[src/design/io_ports_params.svh]
// Purpose: offsets, field positions and reset values of the i/o ports
// Assumes: data memory addresses are 8 bits wide
// Notes:   included by bare name from every design file except the package
`ifndef IO_PORTS_PARAMS_SVH
`define IO_PORTS_PARAMS_SVH

// data memory locations of the port registers
`define OFS_PORT_A_LATCH     8'h12
`define OFS_PORT_A_DIRECTION 8'h13
`define OFS_PORT_B_LATCH     8'h14
`define OFS_PORT_B_DIRECTION 8'h15
`define OFS_PORT_C_LATCH     8'h16
`define OFS_PORT_C_DIRECTION 8'h17

// reset values: all lines input, latches cleared
`define RST_DIRECTION        8'hff
`define RST_LATCH            8'h00
`define RST_NONE             8'h00

// shared line positions on the first and third port
`define LINE_FREQ_OUT        3'h3
`define LINE_TIMER_ZERO      3'h4
`define LINE_TIMER_ONE       3'h7
`define LINE_CMP0_MINUS      3'h0
`define LINE_CMP0_PLUS       3'h1
`define LINE_CMP0_OUT        3'h2
`define LINE_CMP1_OUT        3'h3
`define LINE_CMP1_MINUS      3'h4

// masks of lines taken over by an enabled comparator
`define MASK_CMP0_PULL       8'h07
`define MASK_CMP1_PULL       8'h18
`define MASK_CMP0_FORCE      8'h04
`define MASK_CMP1_FORCE      8'h08

`endif

[src/design/io_ports_pkg.sv]
// Purpose: types shared by the i/o port design files
// Assumes: nothing beyond the params header
// Notes:   state structs follow the one-struct-per-module style
package io_ports_pkg;

    // read-modify-write operations on a port location
    typedef enum logic [1:0] {
        bitop_set,
        bitop_clear,
        bitop_complement
    } bitop_e;

    // divided frequency output state
    typedef struct packed {
        logic level;
    } divider_state_s;

    // register file and read path state of the top
    typedef struct packed {
        logic [7:0] port_a_latch;
        logic [7:0] port_a_direction;
        logic [7:0] port_b_latch;
        logic [7:0] port_b_direction;
        logic [7:0] port_c_latch;
        logic [7:0] port_c_direction;
        logic [7:0] rd_data;
        logic       rd_valid;
        logic [7:0] wake_ref;
        logic       wake_up;
    } port_state_s;

endpackage : io_ports_pkg

[src/design/port_line_mux.sv]
// Purpose: per-port read selection, pad drive and pull-high control
// Assumes: direction bit 1 means input, 0 means push-pull output
// Notes:   purely combinational; state lives in the top
`timescale 1ns/10ps
`include "io_ports_params.svh"

module port_line_mux (
    input  wire logic [7:0] latch,
    input  wire logic [7:0] dir,
    input  wire logic [7:0] pad_in,
    input  wire logic [7:0] force_input,
    input  wire logic [7:0] alt_out_sel,
    input  wire logic [7:0] alt_out,
    input  wire logic [7:0] alt_read_sel,
    input  wire logic [7:0] alt_read,
    input  wire logic [7:0] pull_opt,
    input  wire logic [7:0] pull_block,
    output logic      [7:0] read_value,
    output logic      [7:0] pad_out,
    output logic      [7:0] pad_oe,
    output logic      [7:0] pull_en
);

    logic [7:0] as_input;

    // a forced line behaves as input whatever its direction bit says
    assign as_input   = dir | force_input;
    // pad for inputs, latch for outputs; the latch path feeds bit ops
    assign read_value = (alt_read_sel & alt_read)
                      | (~alt_read_sel & as_input & pad_in)
                      | (~alt_read_sel & ~as_input & latch);
    // output lines drive the latch, or the alternate source when routed
    assign pad_out    = (alt_out_sel & alt_out) | (~alt_out_sel & latch);
    assign pad_oe     = ~as_input;
    // pull-high exists only where the option is chosen
    assign pull_en    = pull_opt & ~pull_block;

endmodule : port_line_mux

[src/design/freq_divider.sv]
// Purpose: divided frequency source toggled by a timer overflow
// Assumes: overflow inputs are one-cycle pulses on clk
// Notes:   output rate is half the chosen overflow rate
`timescale 1ns/10ps
`include "io_ports_params.svh"

module freq_divider
    import io_ports_pkg::*;
(
    input  wire logic clk,
    input  wire logic reset,
    input  wire logic overflow_zero,
    input  wire logic overflow_one,
    input  wire logic src_sel,
    output logic      level
);

    divider_state_s state;
    divider_state_s next_state;
    logic           tick;

    // only one timer can reach the divider at a time
    assign tick = src_sel ? overflow_one : overflow_zero;

    ////////////////////////////////////////////////////////////////////////
    // toggle per overflow: with preload n the overflow rate is
    // f_timer/(256-n), so the output is f_timer/(2*(256-n))
    always_comb begin
        next_state = state;
        if (tick) begin
            next_state.level = ~state.level;
        end
    end

    always_ff @(posedge clk) begin
        if (reset) begin
            state <= '0;
        end else begin
            state <= next_state;
        end
    end

    assign level = state.level;

endmodule : freq_divider

[src/design/io_ports_with_freq_divider_pin.sv]
// Purpose: three 8-bit i/o ports with direction registers, shared
//          timer, comparator and divided frequency lines
// Assumes: one data memory access or bit op per cycle; pads are
//          synchronous to clk
// Notes:
// Contract
// - port latches sit at data memory 12h, 14h, 16h, read and write.
// - reads sample pads unlatched at the second phase strobe.
// - latch holds written data until rewritten, driven on output lines.
// - direction registers at 13h, 15h, 17h, one bit per line.
// - direction 1 is input, 0 is push-pull output.
// - read returns pad for input lines, latch for output lines.
// - after reset every line is undriven.
// - bit set, clear, complement read whole port, modify, write back; complement here inverts all 8 bits, not one.
// - every first port line can end power-down.
// - pull-high attached only when that line's option is chosen.
// - first port lines 3, 4, 7 carry freq out, timer inputs.
// - third port lines 0 to 4 are shared with the comparators.
// - freq option puts divided signal on line 3 output; input unchanged.
// - with freq option, latch bit 1 enables output, 0 forces low.
// - divided output toggles per overflow, half the overflow rate.
// - an option picks which timer feeds the divided output.
// - set and clear of first port bit 3 enable and disable output.
`timescale 1ns/10ps
`include "io_ports_params.svh"

module io_ports_with_freq_divider_pin
    import io_ports_pkg::*;
(
    input  wire logic       clk,
    input  wire logic       reset,
    input  wire logic [7:0] addr,
    input  wire logic       wr_en,
    input  wire logic [7:0] wr_data,
    input  wire logic       rd_en,
    input  wire logic       second_phase_clock,
    output logic      [7:0] rd_data,
    output logic            rd_valid,
    input  wire logic       bitop_en,
    input  wire bitop_e     bitop_kind,
    input  wire logic [2:0] bitop_bit,
    input  wire logic       bitop_dest_acc,
    input  wire logic [7:0] first_port_in,
    output logic      [7:0] first_port_out,
    output logic      [7:0] first_port_oe,
    output logic      [7:0] first_port_pull_en,
    input  wire logic [7:0] second_port_in,
    output logic      [7:0] second_port_out,
    output logic      [7:0] second_port_oe,
    output logic      [7:0] second_port_pull_en,
    input  wire logic [7:0] third_port_in,
    output logic      [7:0] third_port_out,
    output logic      [7:0] third_port_oe,
    output logic      [7:0] third_port_pull_en,
    input  wire logic [7:0] pull_high_opt_a,
    input  wire logic [7:0] pull_high_opt_b,
    input  wire logic [7:0] pull_high_opt_c,
    input  wire logic       freq_out_option,
    input  wire logic       freq_src_option,
    input  wire logic       timer_zero_overflow,
    input  wire logic       timer_one_overflow,
    output logic            divided_freq_out,
    output logic            timer_zero_ext_input,
    output logic            timer_one_ext_input,
    input  wire logic       cmp0_enable,
    input  wire logic       cmp1_enable,
    input  wire logic       comparator_zero_output,
    input  wire logic       comparator_one_output,
    output logic            comparator_zero_minus_input,
    output logic            comparator_zero_plus_input,
    output logic            comparator_one_minus_input,
    input  wire logic       power_down,
    output logic            wake_up
);

    port_state_s state;
    port_state_s next_state;
    logic [7:0]  read_a;
    logic [7:0]  read_b;
    logic [7:0]  read_c;
    logic [7:0]  force_c;
    logic [7:0]  pull_block_c;
    logic [7:0]  alt_read_c;
    logic [7:0]  alt_sel_c;
    logic [7:0]  freq_sel_a;
    logic [7:0]  freq_val_a;
    logic        divided;

    ////////////////////////////////////////////////////////////////////////
    // helpers

    // one-hot mask of a line index
    function automatic logic [7:0] line_mask(input logic [2:0] idx);
        line_mask = 8'h01 << idx;
    endfunction : line_mask

    // modify step of a read-modify-write
    function automatic logic [7:0] apply_bitop(input logic [7:0] value,
                                               input bitop_e     kind,
                                               input logic [2:0] idx);
        apply_bitop = value;
        case (kind)
            bitop_set:        apply_bitop = value | line_mask(idx);
            bitop_clear:      apply_bitop = value & ~line_mask(idx);
            bitop_complement: apply_bitop = ~value;
            default:          apply_bitop = value;
        endcase
    endfunction : apply_bitop

    ////////////////////////////////////////////////////////////////////////
    // shared line routing

    // divided signal reaches line 3 only with the option, gated by its
    // own latch bit so a clear parks the pin low
    assign freq_sel_a = freq_out_option ? line_mask(`LINE_FREQ_OUT) : 8'h00;
    assign freq_val_a = (state.port_a_latch[`LINE_FREQ_OUT] & divided)
                        ? line_mask(`LINE_FREQ_OUT) : 8'h00;

    // enabled comparators take their output lines as input only and
    // remove the pull-highs of their lines
    assign force_c      = (cmp0_enable ? `MASK_CMP0_FORCE : 8'h00)
                        | (cmp1_enable ? `MASK_CMP1_FORCE : 8'h00);
    assign pull_block_c = (cmp0_enable ? `MASK_CMP0_PULL : 8'h00)
                        | (cmp1_enable ? `MASK_CMP1_PULL : 8'h00);
    assign alt_sel_c    = force_c;
    assign alt_read_c   = ({8{comparator_zero_output}} & `MASK_CMP0_FORCE)
                        | ({8{comparator_one_output}} & `MASK_CMP1_FORCE);

    // timer and comparator inputs follow the pads directly
    assign timer_zero_ext_input        = first_port_in[`LINE_TIMER_ZERO];
    assign timer_one_ext_input         = first_port_in[`LINE_TIMER_ONE];
    assign comparator_zero_minus_input = third_port_in[`LINE_CMP0_MINUS];
    assign comparator_zero_plus_input  = third_port_in[`LINE_CMP0_PLUS];
    assign comparator_one_minus_input  = third_port_in[`LINE_CMP1_MINUS];

    ////////////////////////////////////////////////////////////////////////
    // per-port muxes
    port_line_mux first_mux (
        .latch        (state.port_a_latch),
        .dir          (state.port_a_direction),
        .pad_in       (first_port_in),
        .force_input  (8'h00),
        .alt_out_sel  (freq_sel_a),
        .alt_out      (freq_val_a),
        .alt_read_sel (8'h00),
        .alt_read     (8'h00),
        .pull_opt     (pull_high_opt_a),
        .pull_block   (8'h00),
        .read_value   (read_a),
        .pad_out      (first_port_out),
        .pad_oe       (first_port_oe),
        .pull_en      (first_port_pull_en)
    );

    port_line_mux second_mux (
        .latch        (state.port_b_latch),
        .dir          (state.port_b_direction),
        .pad_in       (second_port_in),
        .force_input  (8'h00),
        .alt_out_sel  (8'h00),
        .alt_out      (8'h00),
        .alt_read_sel (8'h00),
        .alt_read     (8'h00),
        .pull_opt     (pull_high_opt_b),
        .pull_block   (8'h00),
        .read_value   (read_b),
        .pad_out      (second_port_out),
        .pad_oe       (second_port_oe),
        .pull_en      (second_port_pull_en)
    );

    port_line_mux third_mux (
        .latch        (state.port_c_latch),
        .dir          (state.port_c_direction),
        .pad_in       (third_port_in),
        .force_input  (force_c),
        .alt_out_sel  (8'h00),
        .alt_out      (8'h00),
        .alt_read_sel (alt_sel_c),
        .alt_read     (alt_read_c),
        .pull_opt     (pull_high_opt_c),
        .pull_block   (pull_block_c),
        .read_value   (read_c),
        .pad_out      (third_port_out),
        .pad_oe       (third_port_oe),
        .pull_en      (third_port_pull_en)
    );

    freq_divider divider (
        .clk           (clk),
        .reset         (reset),
        .overflow_zero (timer_zero_overflow),
        .overflow_one  (timer_one_overflow),
        .src_sel       (freq_src_option),
        .level         (divided)
    );

    assign divided_freq_out = divided;

    ////////////////////////////////////////////////////////////////////////
    // register file, read path and wake detect
    always_comb begin
        logic [7:0] cur;
        logic [7:0] result;
        cur = `RST_NONE;
        result = `RST_NONE;
        next_state = state;
        next_state.rd_valid = 1'b0;
        // address decode of the current location, pad or latch per line
        if (addr == `OFS_PORT_A_LATCH) begin
            cur = read_a;
        end else if (addr == `OFS_PORT_A_DIRECTION) begin
            cur = state.port_a_direction;
        end else if (addr == `OFS_PORT_B_LATCH) begin
            cur = read_b;
        end else if (addr == `OFS_PORT_B_DIRECTION) begin
            cur = state.port_b_direction;
        end else if (addr == `OFS_PORT_C_LATCH) begin
            cur = read_c;
        end else if (addr == `OFS_PORT_C_DIRECTION) begin
            cur = state.port_c_direction;
        end else begin
            cur = `RST_NONE;
        end
        result = apply_bitop(cur, bitop_kind, bitop_bit);
        // no input latch: the pad is taken in the strobe cycle
        if (rd_en && second_phase_clock) begin
            next_state.rd_data  = cur;
            next_state.rd_valid = 1'b1;
        end
        // a plain write wins over a bit op issued in the same cycle
        if (wr_en || (bitop_en && !bitop_dest_acc)) begin
            if (wr_en) begin
                result = wr_data;
            end
            if (addr == `OFS_PORT_A_LATCH) begin
                next_state.port_a_latch = result;
            end else if (addr == `OFS_PORT_A_DIRECTION) begin
                next_state.port_a_direction = result;
            end else if (addr == `OFS_PORT_B_LATCH) begin
                next_state.port_b_latch = result;
            end else if (addr == `OFS_PORT_B_DIRECTION) begin
                next_state.port_b_direction = result;
            end else if (addr == `OFS_PORT_C_LATCH) begin
                next_state.port_c_latch = result;
            end else if (addr == `OFS_PORT_C_DIRECTION) begin
                next_state.port_c_direction = result;
            end
        end else if (bitop_en) begin
            // accumulator destination: result leaves on the read port
            next_state.rd_data  = result;
            next_state.rd_valid = 1'b1;
        end
        // any first port input change during power-down wakes
        next_state.wake_up = power_down
            && ((first_port_in ^ state.wake_ref) != 8'h00);
        if (!power_down) begin
            next_state.wake_ref = first_port_in;
        end
    end

    // reset leaves every direction bit at input
    always_ff @(posedge clk) begin
        if (reset) begin
            state                  <= '0;
            state.port_a_direction <= `RST_DIRECTION;
            state.port_b_direction <= `RST_DIRECTION;
            state.port_c_direction <= `RST_DIRECTION;
            state.port_a_latch     <= `RST_LATCH;
            state.port_b_latch     <= `RST_LATCH;
            state.port_c_latch     <= `RST_LATCH;
        end else begin
            state <= next_state;
        end
    end

    assign rd_data  = state.rd_data;
    assign rd_valid = state.rd_valid;
    assign wake_up  = state.wake_up;
endmodule : io_ports_with_freq_divider_pin

[config.mk]
export PLATFORM = sky130hd
export DESIGN_NAME = io_ports_with_freq_divider_pin
export DESIGN_NICKNAME = d
export VERILOG_FILES = /design/src/design/io_ports_pkg.sv /design/src/design/port_line_mux.sv /design/src/design/freq_divider.sv /design/src/design/io_ports_with_freq_divider_pin.sv
export VERILOG_INCLUDE_DIRS = /design/src /design/src/design
export SDC_FILE = /design/constraint.sdc
export NUM_CORES = 1
export LEC_CHECK = 0
export BUFFER_PORTS_ARGS = -buffer_cell sky130_fd_sc_hd__buf_2
export CAP_MARGIN = 40
export CORE_ASPECT_RATIO = 1.4
export CORE_MARGIN = 2
export CORE_UTILIZATION = 23
export DETAILED_ROUTE_END_ITERATION = 16
export GPL_TIMING_DRIVEN = 1
export PLACE_DENSITY = 0.44
export SYNTH_ARGS = -nofsm -noshare
export SYNTH_HDL_FRONTEND = slang
export SYNTH_HIERARCHICAL = 1
export SYNTH_SLANG_ARGS = --single-unit
[constraint.sdc]
create_clock -name clk -period 4.1 [get_ports clk]
set_input_delay 0.82 -clock clk [delete_from_list [all_inputs] [get_ports clk]]
set_output_delay 0.82 -clock clk [all_outputs]
set_load 0.05 [all_outputs]
======== Yosys cells after proc, flatten, opt, wreduce, memory -nomap -nowiden ========
Index checks and enable logic that the tools add are counted.
word-level totals
  register bits after elaboration ......... 67
  logic and storage cells ................. 90
  output and inout port bits .............. 88
operators by class
  shift-type cells ........................ 1
  reductions and logical operators ........ 13
  bitwise gates (word level) .............. 39
  muxes and demuxes ....................... 18
  eq/ne operators ......................... 8
operator list
  cell                 number
  $and 8x8->8          11
  $mux 8               7
  $eq 8x5->1 const B   6
  $or 8x8->8           6
  $not 8->8            5
  $mux 9               3
  $pmux 8 s3           1
  $not 4->8            2
  $mux 4               3
  $and 4x4->4          2
  $not 5->8            1
  $or 3x4->4           2
  $or 8x4->8           1
  $reduce_bool 8->1    1
  $shl 1x3->8 const A  1
  $xor 8x8->8          1
  $reduce_and 7->1     1
  $mux 3               2
  $not 1->1            6
  $reduce_and 6->1     1
  $mux 5               1
  $or 3x5->5           1
  $reduce_and 5->1     1
  $reduce_and 4->1     1
  other kinds (10)     12

======== Logic depth before layout (Yosys ltp) ========
Gate-level depths: netlist of run 1.
  depth in word-level cells ............... 16
  gate-level depth with buffers ........... 8
  gate-level depth less buffers ........... 8

======== By module ========
Netlist of run 1, hierarchy kept.
by module, submodules not included
  module                          area an instance (um2)  times used  seq. area each (um2)  cells an instance
  io_ports_with_freq_divider_pin  3716.1                  1           1321.3                431
  port_line_mux                   380.4                   3           0.0                   56
  freq_divider                    51.3                    1           20.0                  5

======== Worst setup path after synthesis of run 1 ========
No wires, ideal clock.
  kind .................................... input to register
  start ................................... input port cmp1_enable
  end ..................................... register state[45] (netlist bit)
  setup slack ............................. 0.713 ns
  arrival ................................. 3.308 ns
  setup time .............................. 0.079 ns
  stages on the path ...................... 8
  required time ........................... 4.021 ns
  cell sequence ........................... nor2_1 > o311ai_1 > mux2_2 > a222oi_1 > nor2_2 > a2111oi_4 > nor2_2 > a211oi_2
between the ends
  word-level cells in the longest chain between the ends .. 15
  elaborated cells on any way between the ends .. 22
ends and longest elaborated chain
  what                                              RTL line                                                       source
  start: declaration                                io_ports_with_freq_divider_pin.sv:66                           input wire logic cmp1_enable,
  $mux 4 *                                          io_ports_with_freq_divider_pin.sv:122                          | (cmp1_enable ? `MASK_CMP1_FORCE : 8'h00);
  $or 3x4->4 *                                      io_ports_with_freq_divider_pin.sv:121                          assign force_c = (cmp0_enable ? `MASK_CMP0_FORCE : 8'h00)
  $or 8x4->8 / $not 4->8 (equally long branches)    port_line_mux.sv:27, port_line_mux.sv:30, port_line_mux.sv:31
  $and 8x8->8 / $not 8->8 (equally long branches)   port_line_mux.sv:30, port_line_mux.sv:31
  $and 8x8->8 (on tied branches)                    port_line_mux.sv:30, port_line_mux.sv:31
  $or 8x8->8 / $and 8x8->8 (equally long branches)  port_line_mux.sv:30, port_line_mux.sv:31
  $or 8x8->8 *                                      port_line_mux.sv:31                                            | (~alt_read_sel & ~as_input & latch);
  net read_c[3]                                     io_ports_with_freq_divider_pin.sv:80                           logic [7:0] read_c;
  $mux 8 *                                          io_ports_with_freq_divider_pin.sv:218                          end else if (addr == `OFS_PORT_C_LATCH) begin
  $mux 8 *                                          io_ports_with_freq_divider_pin.sv:216                          end else if (addr == `OFS_PORT_B_DIRECTION) begin
  $mux 8 *                                          io_ports_with_freq_divider_pin.sv:214                          end else if (addr == `OFS_PORT_B_LATCH) begin
  $mux 8 *                                          io_ports_with_freq_divider_pin.sv:212                          end else if (addr == `OFS_PORT_A_DIRECTION) begin
  $mux 8 *                                          io_ports_with_freq_divider_pin.sv:210                          if (addr == `OFS_PORT_A_LATCH) begin
  $and 8x8->8 (tied with other cells)               io_ports_with_freq_divider_pin.sv:104                          bitop_clear: apply_bitop = value & ~line_mask(idx);
  $pmux 8 s3 *                                      io_ports_with_freq_divider_pin.sv:102                          case (kind)
  $mux 8 *                                          io_ports_with_freq_divider_pin.sv:233                          if (wr_en) begin
  end signal: assignment                            io_ports_with_freq_divider_pin.sv:273                          state <= next_state;
  end: declaration                                  io_ports_with_freq_divider_pin.sv:76                           port_state_s state;
The timed path passes the listed nets; every way through them passes the cells marked *.
A chain may end at the register's enable or synchronous reset.

======== Worst setup path after layout of run 1 ========
  start ................................... input port addr[0]
  end ..................................... register state[60] (netlist bit)
between the ends
  word-level cells in the longest chain between the ends .. 10
  elaborated cells on any way between the ends .. 18
ends and longest elaborated chain
  what                                 RTL line                               source
  start: declaration                   io_ports_with_freq_divider_pin.sv:32   input wire logic [7:0] addr,
  $eq 8x5->1 (no line)                 -
  $mux 8                               io_ports_with_freq_divider_pin.sv:220  end else if (addr == `OFS_PORT_C_DIRECTION) begin
  $mux 8                               io_ports_with_freq_divider_pin.sv:218
  $mux 8                               io_ports_with_freq_divider_pin.sv:216
  $mux 8                               io_ports_with_freq_divider_pin.sv:214
  $mux 8                               io_ports_with_freq_divider_pin.sv:212
  $mux 8                               io_ports_with_freq_divider_pin.sv:210
  $and 8x8->8 (tied with other cells)  io_ports_with_freq_divider_pin.sv:104
  $pmux 8 s3                           io_ports_with_freq_divider_pin.sv:102
  $mux 8                               io_ports_with_freq_divider_pin.sv:233
Several ways; a longest one is shown, not always the timed one.

==> reports/metrics.cfg, run 1 <==
[die]
die_h_um = 177
io_pins = 173
die_w_um = 127
start_util_pct = 23.3
num_rows = 63
dieArea_um2 = 22500
core_area_um2 = 21000

[hold_path]
hold_class = register to register

[clocking]
cts_buffers = 9
htreeDepth = 3
insertion_delay_ps = 340
clk_pin_slew_ps = 50
cts_tree = built
postCtsSetupBuffers = 0
cts-root-buf = clkbuf_16
postCtsResizedCells = 0
clock_path_buffers = 2
cts.sinks = 67
cts.hold.buffers_added = 0

[grt]
overflow = 0
grt_pass1_vias = 4832
antenna_found_initial = 1
grt_pass1_wl_um = 25600
grt_max_degree = 44
track_usage_pct = 14.7

[detailed_routing]
drc = 0
detail-route-antenna-nets = 0
num_vias = 5110
drt_wl_total_um = 16600
drt-initial-drc-count = 218
wl_per_cell_um = 13.7
vias_per_cell = 4.21
dr.pass1.iters = 9

[sta]
slew_headroom_pct = 46.8
min_period_over_period_pct = 73.0
final.setup.tns_ps = 0
timing.fmax_mhz = 334
rsz0062_at_grt = no
fin_ws_ps = 1100
layout_min_cycle_time_ps = 3000
slew_viol_final = 0
finalClockSkew_ps = 4.36
setup-violations-final = 0
tightest_slew_ps = 797
finalHoldViolCount = 0

[yosys]
synth_xor_area_share_pct = 1.96
synthAdderAreaFrac_pct = 0
synth_top_family_by_area = simple AND/OR/NAND/NOR gates
synth_mux_area_share_pct = 14.7
synth_most_common_cell = nor2_1
synth_top_cell_area_share_pct = 27.3
ys.flop_type = dfxtp_1
ys_top_cells_by_count = nor2_1, dfxtp_1, nand2_1
synth-async-reset-ratio_pct = 0
yosys.area.top_type = dfxtp_1
synthSimpleGateAreaFrac_pct = 29.2
synth.cell_area_um2 = 4910
synth_edf_count = 0
ys_seq_area_share_pct = 27.3
synth_seq_cells = 67
synth-compound-area-share_pct = 20.1
postSynthCellCount = 604
synth_area_leaders = dfxtp_1, mux2_2, mux2i_1
yosysWarnings = 6
synth_area_per_cell_um2 = 8.13
synthDistinctLibCells = 56

[place]
io_buffers = 172
dpl.hpwl_um = 13400
gp_congestion = 0.835
dpl_worst_slack_ps = 717
dp_cells = 1199

[worst_setup_path]
reg2reg_depth = 8
worstReg2RegEnd = state[60]
reg2reg_from = state[52]
cp.arrival_ps = 3240
crit_path_end = state[60]
worstPathMaxFanout = 20
critPathKind = primary input to register
start_kind = primary input
cp-end-kind = register
cp_data_required_time_ps = 4350
crit_start = addr[0]
r2r_slack_ps = 1500

[run_status]
status = complete, no violations

[layout]
synthToLayoutAreaGrowth_pct = 42.2
final_cells = 1215
fin_util_pct = 33.2
diodes = 0
drive_gt1_share_pct = 24.9
seqCellArea_um2 = 1340
fin_nets = 1035
multi_input_comb_area_um2 = 3980
fill_cells = 2295

[power_and_ir_drop]
leakage_nw = 3.35
fin_total_pwr_mw = 1.92
ir_drop_uv = 216
powerDensity_nw_per_um2 = 275

[job]
max-cap-violations = 0

-- worst max-delay path, cell delays in order --
cell      delay, ps
buf_2           420
mux2_2          410
a222oi_1        650
nor3_1          180
nor4b_4         360
nor2_1          170
a211oi_1        230
-- cell type report --
type | count | share of cell area (%)
flip-flops and latches | 67 | 19.2
repair buffers | 176 | 13.1
clock buffers | 15 | 3.98
clock inverters | 1 | 0.430
well taps | 260 | 4.66
multi-input cells | 666 | 57.0
inverters | 30 | 1.61
-- cell usage in the layout (no fill, tap or decap), types with 18 or more instances in the layout --
| cell | Yosys | routed |
|---|---|---|
| conb_1 | 1 | 197 |
| buf_2 | 3 | 172 |
| nor2_1 | 80 | 80 |
| dfxtp_1 | 67 | 67 |
| nand2_1 | 45 | 45 |
| mux2_2 | 36 | 36 |
| inv_1 | 30 | 30 |
| mux2i_1 | 30 | 30 |
| nor2b_1 | 27 | 27 |
| a21oi_1 | 26 | 26 |
| or4b_1 | 25 | 25 |
| o311ai_1 | 24 | 24 |
| nor3_1 | 19 | 19 |
| o21ai_0 | 18 | 18 |
-- layer usage --
metal	track usage (%)	part of all wire, %	vias to the layer above
li1	-	-	2718
met1	16.3	40	2253
met2	28.4	54	118
met3	2.36	4.1	19
met4	4.53	1.6	2
met5	0	0.078	-
-- cell families after synthesis --
family	after synthesis
AND/OR/NAND/NOR	252
AO/OA/AOI/OAI	139
multiplexers	67
flip-flops	67
buffers and inverters	67
XOR/XNOR	11
other	1
-- worst min path at each step --
stage / from / end / slack (ps) / cells past startpoint
floorplan: rd_data[0] / rd_data[0] / 460 / 2
global placement: rd_data[0] / rd_data[0] / 470 / 2
detailed placement: rd_data[0] / rd_data[0] / 470 / 2
CTS: rd_data[0] / rd_data[0] / 480 / 2
global route: rd_data[1] / rd_data[1] / 500 / 2
finish: rd_data[0] / rd_data[0] / 480 / 2
-- metrics by stage --
step | hold WS (ps) | cell area, um2
floorplan | 456 | 5640
global placement | 467 | 6640
finish | 477 | 6980
detailed placement | 475 | 6670
CTS | 482 | 6980
global route | 498 | 6980
-- registers in the layout (all words and copies together), names as in the netlist --
register,cells
rd_valid,1
wake_up,1
divider/level,1
rd_data,8
state,56
-- where the power goes --
part / leakage (nW) / switching (mW) / internal [mW] / total (mW)
Sequential: 0.543 / 0.00661 / 0.661 / 0.668
Combinational: 2.66 / 0.293 / 0.144 / 0.437
Clock: 0.150 / 0.291 / 0.522 / 0.813
Total: 3.35 / 0.591 / 1.33 / 1.92
Note: power is estimated with default switching activity, not from simulation.
==> inputs of run 2 (changes only) <==
clock period = 2.9 ns   (was 4.1 ns; I/O delays follow)
==> reports/metrics.cfg, run 2 (synthesis gave the netlist of run 1 again) <==
[power_and_ir_drop]
ir_drop_uv = 233
fin_total_pwr_mw = 2.81
leakage_nw = 3.57
powerDensity_nw_per_um2 = 384

[detailed_routing]
drt-initial-drc-count = 182
dr.pass1.iters = 4
wl_per_cell_um = 13.7
drt_wl_total_um = 17200
detail-route-antenna-nets = 0
drc = 0
vias_per_cell = 4.17
num_vias = 5247

[layout]
multi_input_comb_area_um2 = 3980
drive_gt1_share_pct = 28.7
synthToLayoutAreaGrowth_pct = 49.2
fin_util_pct = 34.8
seqCellArea_um2 = 1340
layout_common_cells = conb_1, buf_2, nor2_1
fin_nets = 1079
largest_reg_flops = 56
mostFrequentLayoutCell = conb_1
regMostFlops = state
diodes = 0
fill_cells = 2299
final_cells = 1259
design_area_um2 = 7320

[worst_setup_path]
cp.arrival_ps = 2880
max_stage_delay_ps = 510
worst_path_max_delay_cell = or4b_1
cp_data_required_time_ps = 3160
critPathKind = register to register
start_kind = register
cp-end-kind = register
worstPathMaxFanout = 4
crit_chain = or4b_1 > o311ai_1 > mux2_4 > a222oi_1 > buf_4 > o31a_1 > a2111oi_4 > nor2_2 > a211oi_2

[die]
core_area_um2 = 21000
die_h_um = 177
start_util_pct = 23.3
die_w_um = 127
num_rows = 63
dieArea_um2 = 22500
io_pins = 173

[clocking]
cts-root-buf = clkbuf_16
insertion_delay_ps = 340
cts_tree = built
cts.sinks = 67
cts_buffers = 9
htreeDepth = 3
clk_pin_slew_ps = 60
postCtsResizedCells = 0
clock_path_buffers = 2
cts.hold.buffers_added = 0
postCtsSetupBuffers = 0

[job]
max-cap-violations = 0

[grt]
grt_pass1_wl_um = 26400
antenna_found_initial = 1
track_usage_pct = 15.1
grt_pass1_vias = 4981
grt_max_degree = 32
overflow = 0

[place]
io_buffers = 172
gp_congestion = 0.812
post_dp_cell_area_um2 = 6990
dpl.hpwl_um = 14200
dp_cells = 1243
dpl_worst_slack_ps = 63.6

[sta]
setup-violations-final = 0
slew_viol_final = 0
rsz0062_at_grt = no
fin_ws_ps = 285
tightest_slew_ps = 578
finalHoldViolCount = 0
layout_min_cycle_time_ps = 2620
hold_slack_ps = 485
finalClockSkew_ps = 5.61
final.setup.tns_ps = 0
min_period_over_period_pct = 90.2
slew_headroom_pct = 60.8
timing.fmax_mhz = 382

[hold_path]
hold_class = register to register

[run_status]
status = complete, no violations

[run 2: changes by cell type in the layout (fill, tap and decap cells not counted)]
cell | before | now
buf_12 | 2 | 1
buf_4 | 2 | 47
bufinv_16 | 1 | 2
clkbuf_1 | 3 | 0
clkbuf_8 | 3 | 1
clkinv_2 | 0 | 1
clkinv_4 | 0 | 1
clkinvlp_4 | 0 | 2
nor2_1 | 80 | 78
nor2_2 | 2 | 4
[run 2: final timing paths]
check | from | endpoint | cells past startpoint | slack [ps]
worst min register to register | rd_data[1] | rd_data[1] | 2 | 490
worst max register to register | state[53] | state[45] | 9 | 280
worst min-delay path | rd_data[1] | rd_data[1] | 2 | 490
worst max-delay path | state[53] | state[45] | 9 | 280
[run 2: final cells by class]
class	count	area share, %
tap	260	4.44
timing repair buffer	220	16.8
sequential	67	18.3
multi-input combinational	666	54.4
clock buffer	10	3.26
inverter	30	1.54
clock inverter	6	1.21
[run 2: layer usage]
| metal | part of all wire [%] | vias up | global-route usage, % |
|---|---|---|---|
| li1 | - | 2787 | - |
| met1 | 39 | 2307 | 15.9 |
| met2 | 54 | 131 | 29.8 |
| met3 | 4.3 | 20 | 2.42 |
| met4 | 2.6 | 2 | 5.40 |
| met5 | 0.076 | - | 0 |
[run 2: worst max-delay path: cells and delay by family, from the launching register on]
| family | cells | cell delay, ps |
|---|---|---|
| AOI/OAI and AO/OA | 5 | 1080 |
| buffers and inverters | 1 | 200 |
| DFF | 1 | 370 |
| muxes | 1 | 250 |
| and+or+nand+nor | 2 | 620 |
[run 2: where the power goes]
part           total (mW)  switching [mW]  internal (mW)
clock network        1.22           0.441          0.776
logic               0.650           0.420          0.230
registers           0.944         0.00938          0.935
total                2.81           0.871           1.94
==> inputs of run 3 (changes only) <==
PLACE_DENSITY = 0.46   (was 0.44)
SLEW_MARGIN = 10   (was not set)
clock period = 2.4 ns   (was 2.9 ns; I/O delays follow)
==> reports/metrics.cfg, run 3 (synthesis gave the netlist of run 1 again) <==
[detailed_routing]
drt-initial-drc-count = 219
num_vias = 5450
detail-route-antenna-nets = 0
dr.pass1.iters = 5
drt_wl_total_um = 17400
wl_per_cell_um = 13.4
vias_per_cell = 4.18
drc = 0

[power_and_ir_drop]
p_seq_share_pct = 33.6
combPwrFrac_pct = 25.8
switching_share_pct = 32.5
ir_drop_uv = 318
fin_total_pwr_mw = 3.38
powerDensity_nw_per_um2 = 422
p_switching_mw = 1.10
pwr-share-clk_pct = 40.6
leakage_nw = 3.88
p_int_mw = 2.28

[layout]
mostFrequentLayoutCell = conb_1
diodes = 0
final_cells = 1305
synthToLayoutAreaGrowth_pct = 63.4
drive_gt1_share_pct = 36.8
layout_common_cells = conb_1, buf_2, buf_4
fin_util_pct = 38.1
fin_nets = 1125
regMostFlops = state
largest_reg_flops = 56

[sta]
tightest_slew_ps = 684
min_period_over_period_pct = 107
slew_headroom_pct = 54.4
finalHoldViolCount = 0
setup-violations-final = 12
slew_viol_final = 0
layout_min_cycle_time_ps = 2560
rsz0062_at_grt = yes
finalClockSkew_ps = 6.51
final.setup.tns_ps = -897
timing.fmax_mhz = 391
fin_ws_ps = -157

[clocking]
cts.hold.buffers_added = 0
cts-root-buf = clkbuf_16
insertion_delay_ps = 340
cts.sinks = 67
cts_buffers = 9
cts_tree = built
htreeDepth = 3
clock_path_buffers = 2
clk_pin_slew_ps = 60

[worst_setup_path]
cp_data_required_time_ps = 2660
worstPathMaxFanout = 3
reg2reg_from = state[36]
crit_start = state[36]
cp-end-kind = register
cp.arrival_ps = 2810
reg2reg_depth = 10
worstReg2RegEnd = state[28]
start_kind = register
crit_path_end = state[28]
critPathKind = register to register
r2r_slack_ps = -160

[place]
dpl_worst_slack_ps = -457
dpl.hpwl_um = 14100
io_buffers = 172
gp_congestion = 0.869
dp_cells = 1280

[grt]
grt_max_degree = 32
track_usage_pct = 15.2
grt_pass1_vias = 5286
grt_pass1_wl_um = 26800
overflow = 0
antenna_found_initial = 0

[hold_path]
hold_class = primary input to register

[die]
dieArea_um2 = 22500
die_h_um = 177
io_pins = 173
core_area_um2 = 21000
num_rows = 63
die_w_um = 127
start_util_pct = 23.3

[run_status]
violations = negative setup slack
status = finished with violations

[job]
max-cap-violations = 0

[run 3: power groups by stage]
stage                     clock, mW  combinational, mW  sequential, mW
after detailed placement          0              0.802            1.16
final                          1.37              0.872            1.14
after global placement            0              0.801            1.16
after global routing           1.44              0.947            1.14
after floorplan                   0              0.532            1.18
after CTS                      1.40              0.847            1.14
[run 3: worst min path at each step]
stage                                 from    endpoint  slack (ps)  cells after the start
final                     first_port_in[7]    state[8]         440                      3
after global routing      first_port_in[1]    state[2]         470                      3
after CTS                 first_port_in[7]    state[8]         440                      3
after detailed placement        rd_data[0]  rd_data[0]         470                      2
after global placement          rd_data[1]  rd_data[1]         470                      2
after floorplan                 rd_data[0]  rd_data[0]         460                      2
[run 3: timing repair]
| item | in CTS | in global routing |
|---|---|---|
| pin swaps | 5 | 15 |
| gates cloned | 0 | 0 |
| setup endpoints to repair | 25 | 39 |
| buffers inserted | 9 | 4 |
| gates resized for setup | 36 | 33 |
[run 3: final cells by class]
cell class | instances | area [um2]
fillers | 2251 | 13000
multi-input cells | 666 | 4350
repair buffers | 266 | 1570
flip-flops and latches | 67 | 1360
well taps | 260 | 325
clock buffers | 10 | 239
inverters | 30 | 113
clock inverters | 6 | 65.1
[run 3: critical path, stage by stage, from the launching register on]
cell,delay [ps]
dfxtp_4,360
or4b_4,500
o311ai_4,80
mux2_4,200
a222oi_1,150
buf_4,200
o21a_4,200
nor4b_4,340
buf_4,180
nor2_4,40
a211oi_2,220
[run 3: routing by layer]
| layer | track usage [%] | up-vias | share of wire [%] |
|---|---|---|---|
| met3 | 2.06 | 14 | 3.9 |
| met2 | 30.1 | 127 | 55 |
| met4 | 3.94 | 0 | 1.5 |
| met5 | 0 | - | 0 |
| met1 | 16.7 | 2428 | 39 |
| li1 | - | 2881 | - |
[run 3: through the flow]
step	instance area (um2)	hold slack, ps
final	8020	441
after global routing	8020	472
after global placement	7310	466
after CTS	7830	442
after floorplan	5700	456
after detailed placement	7310	474
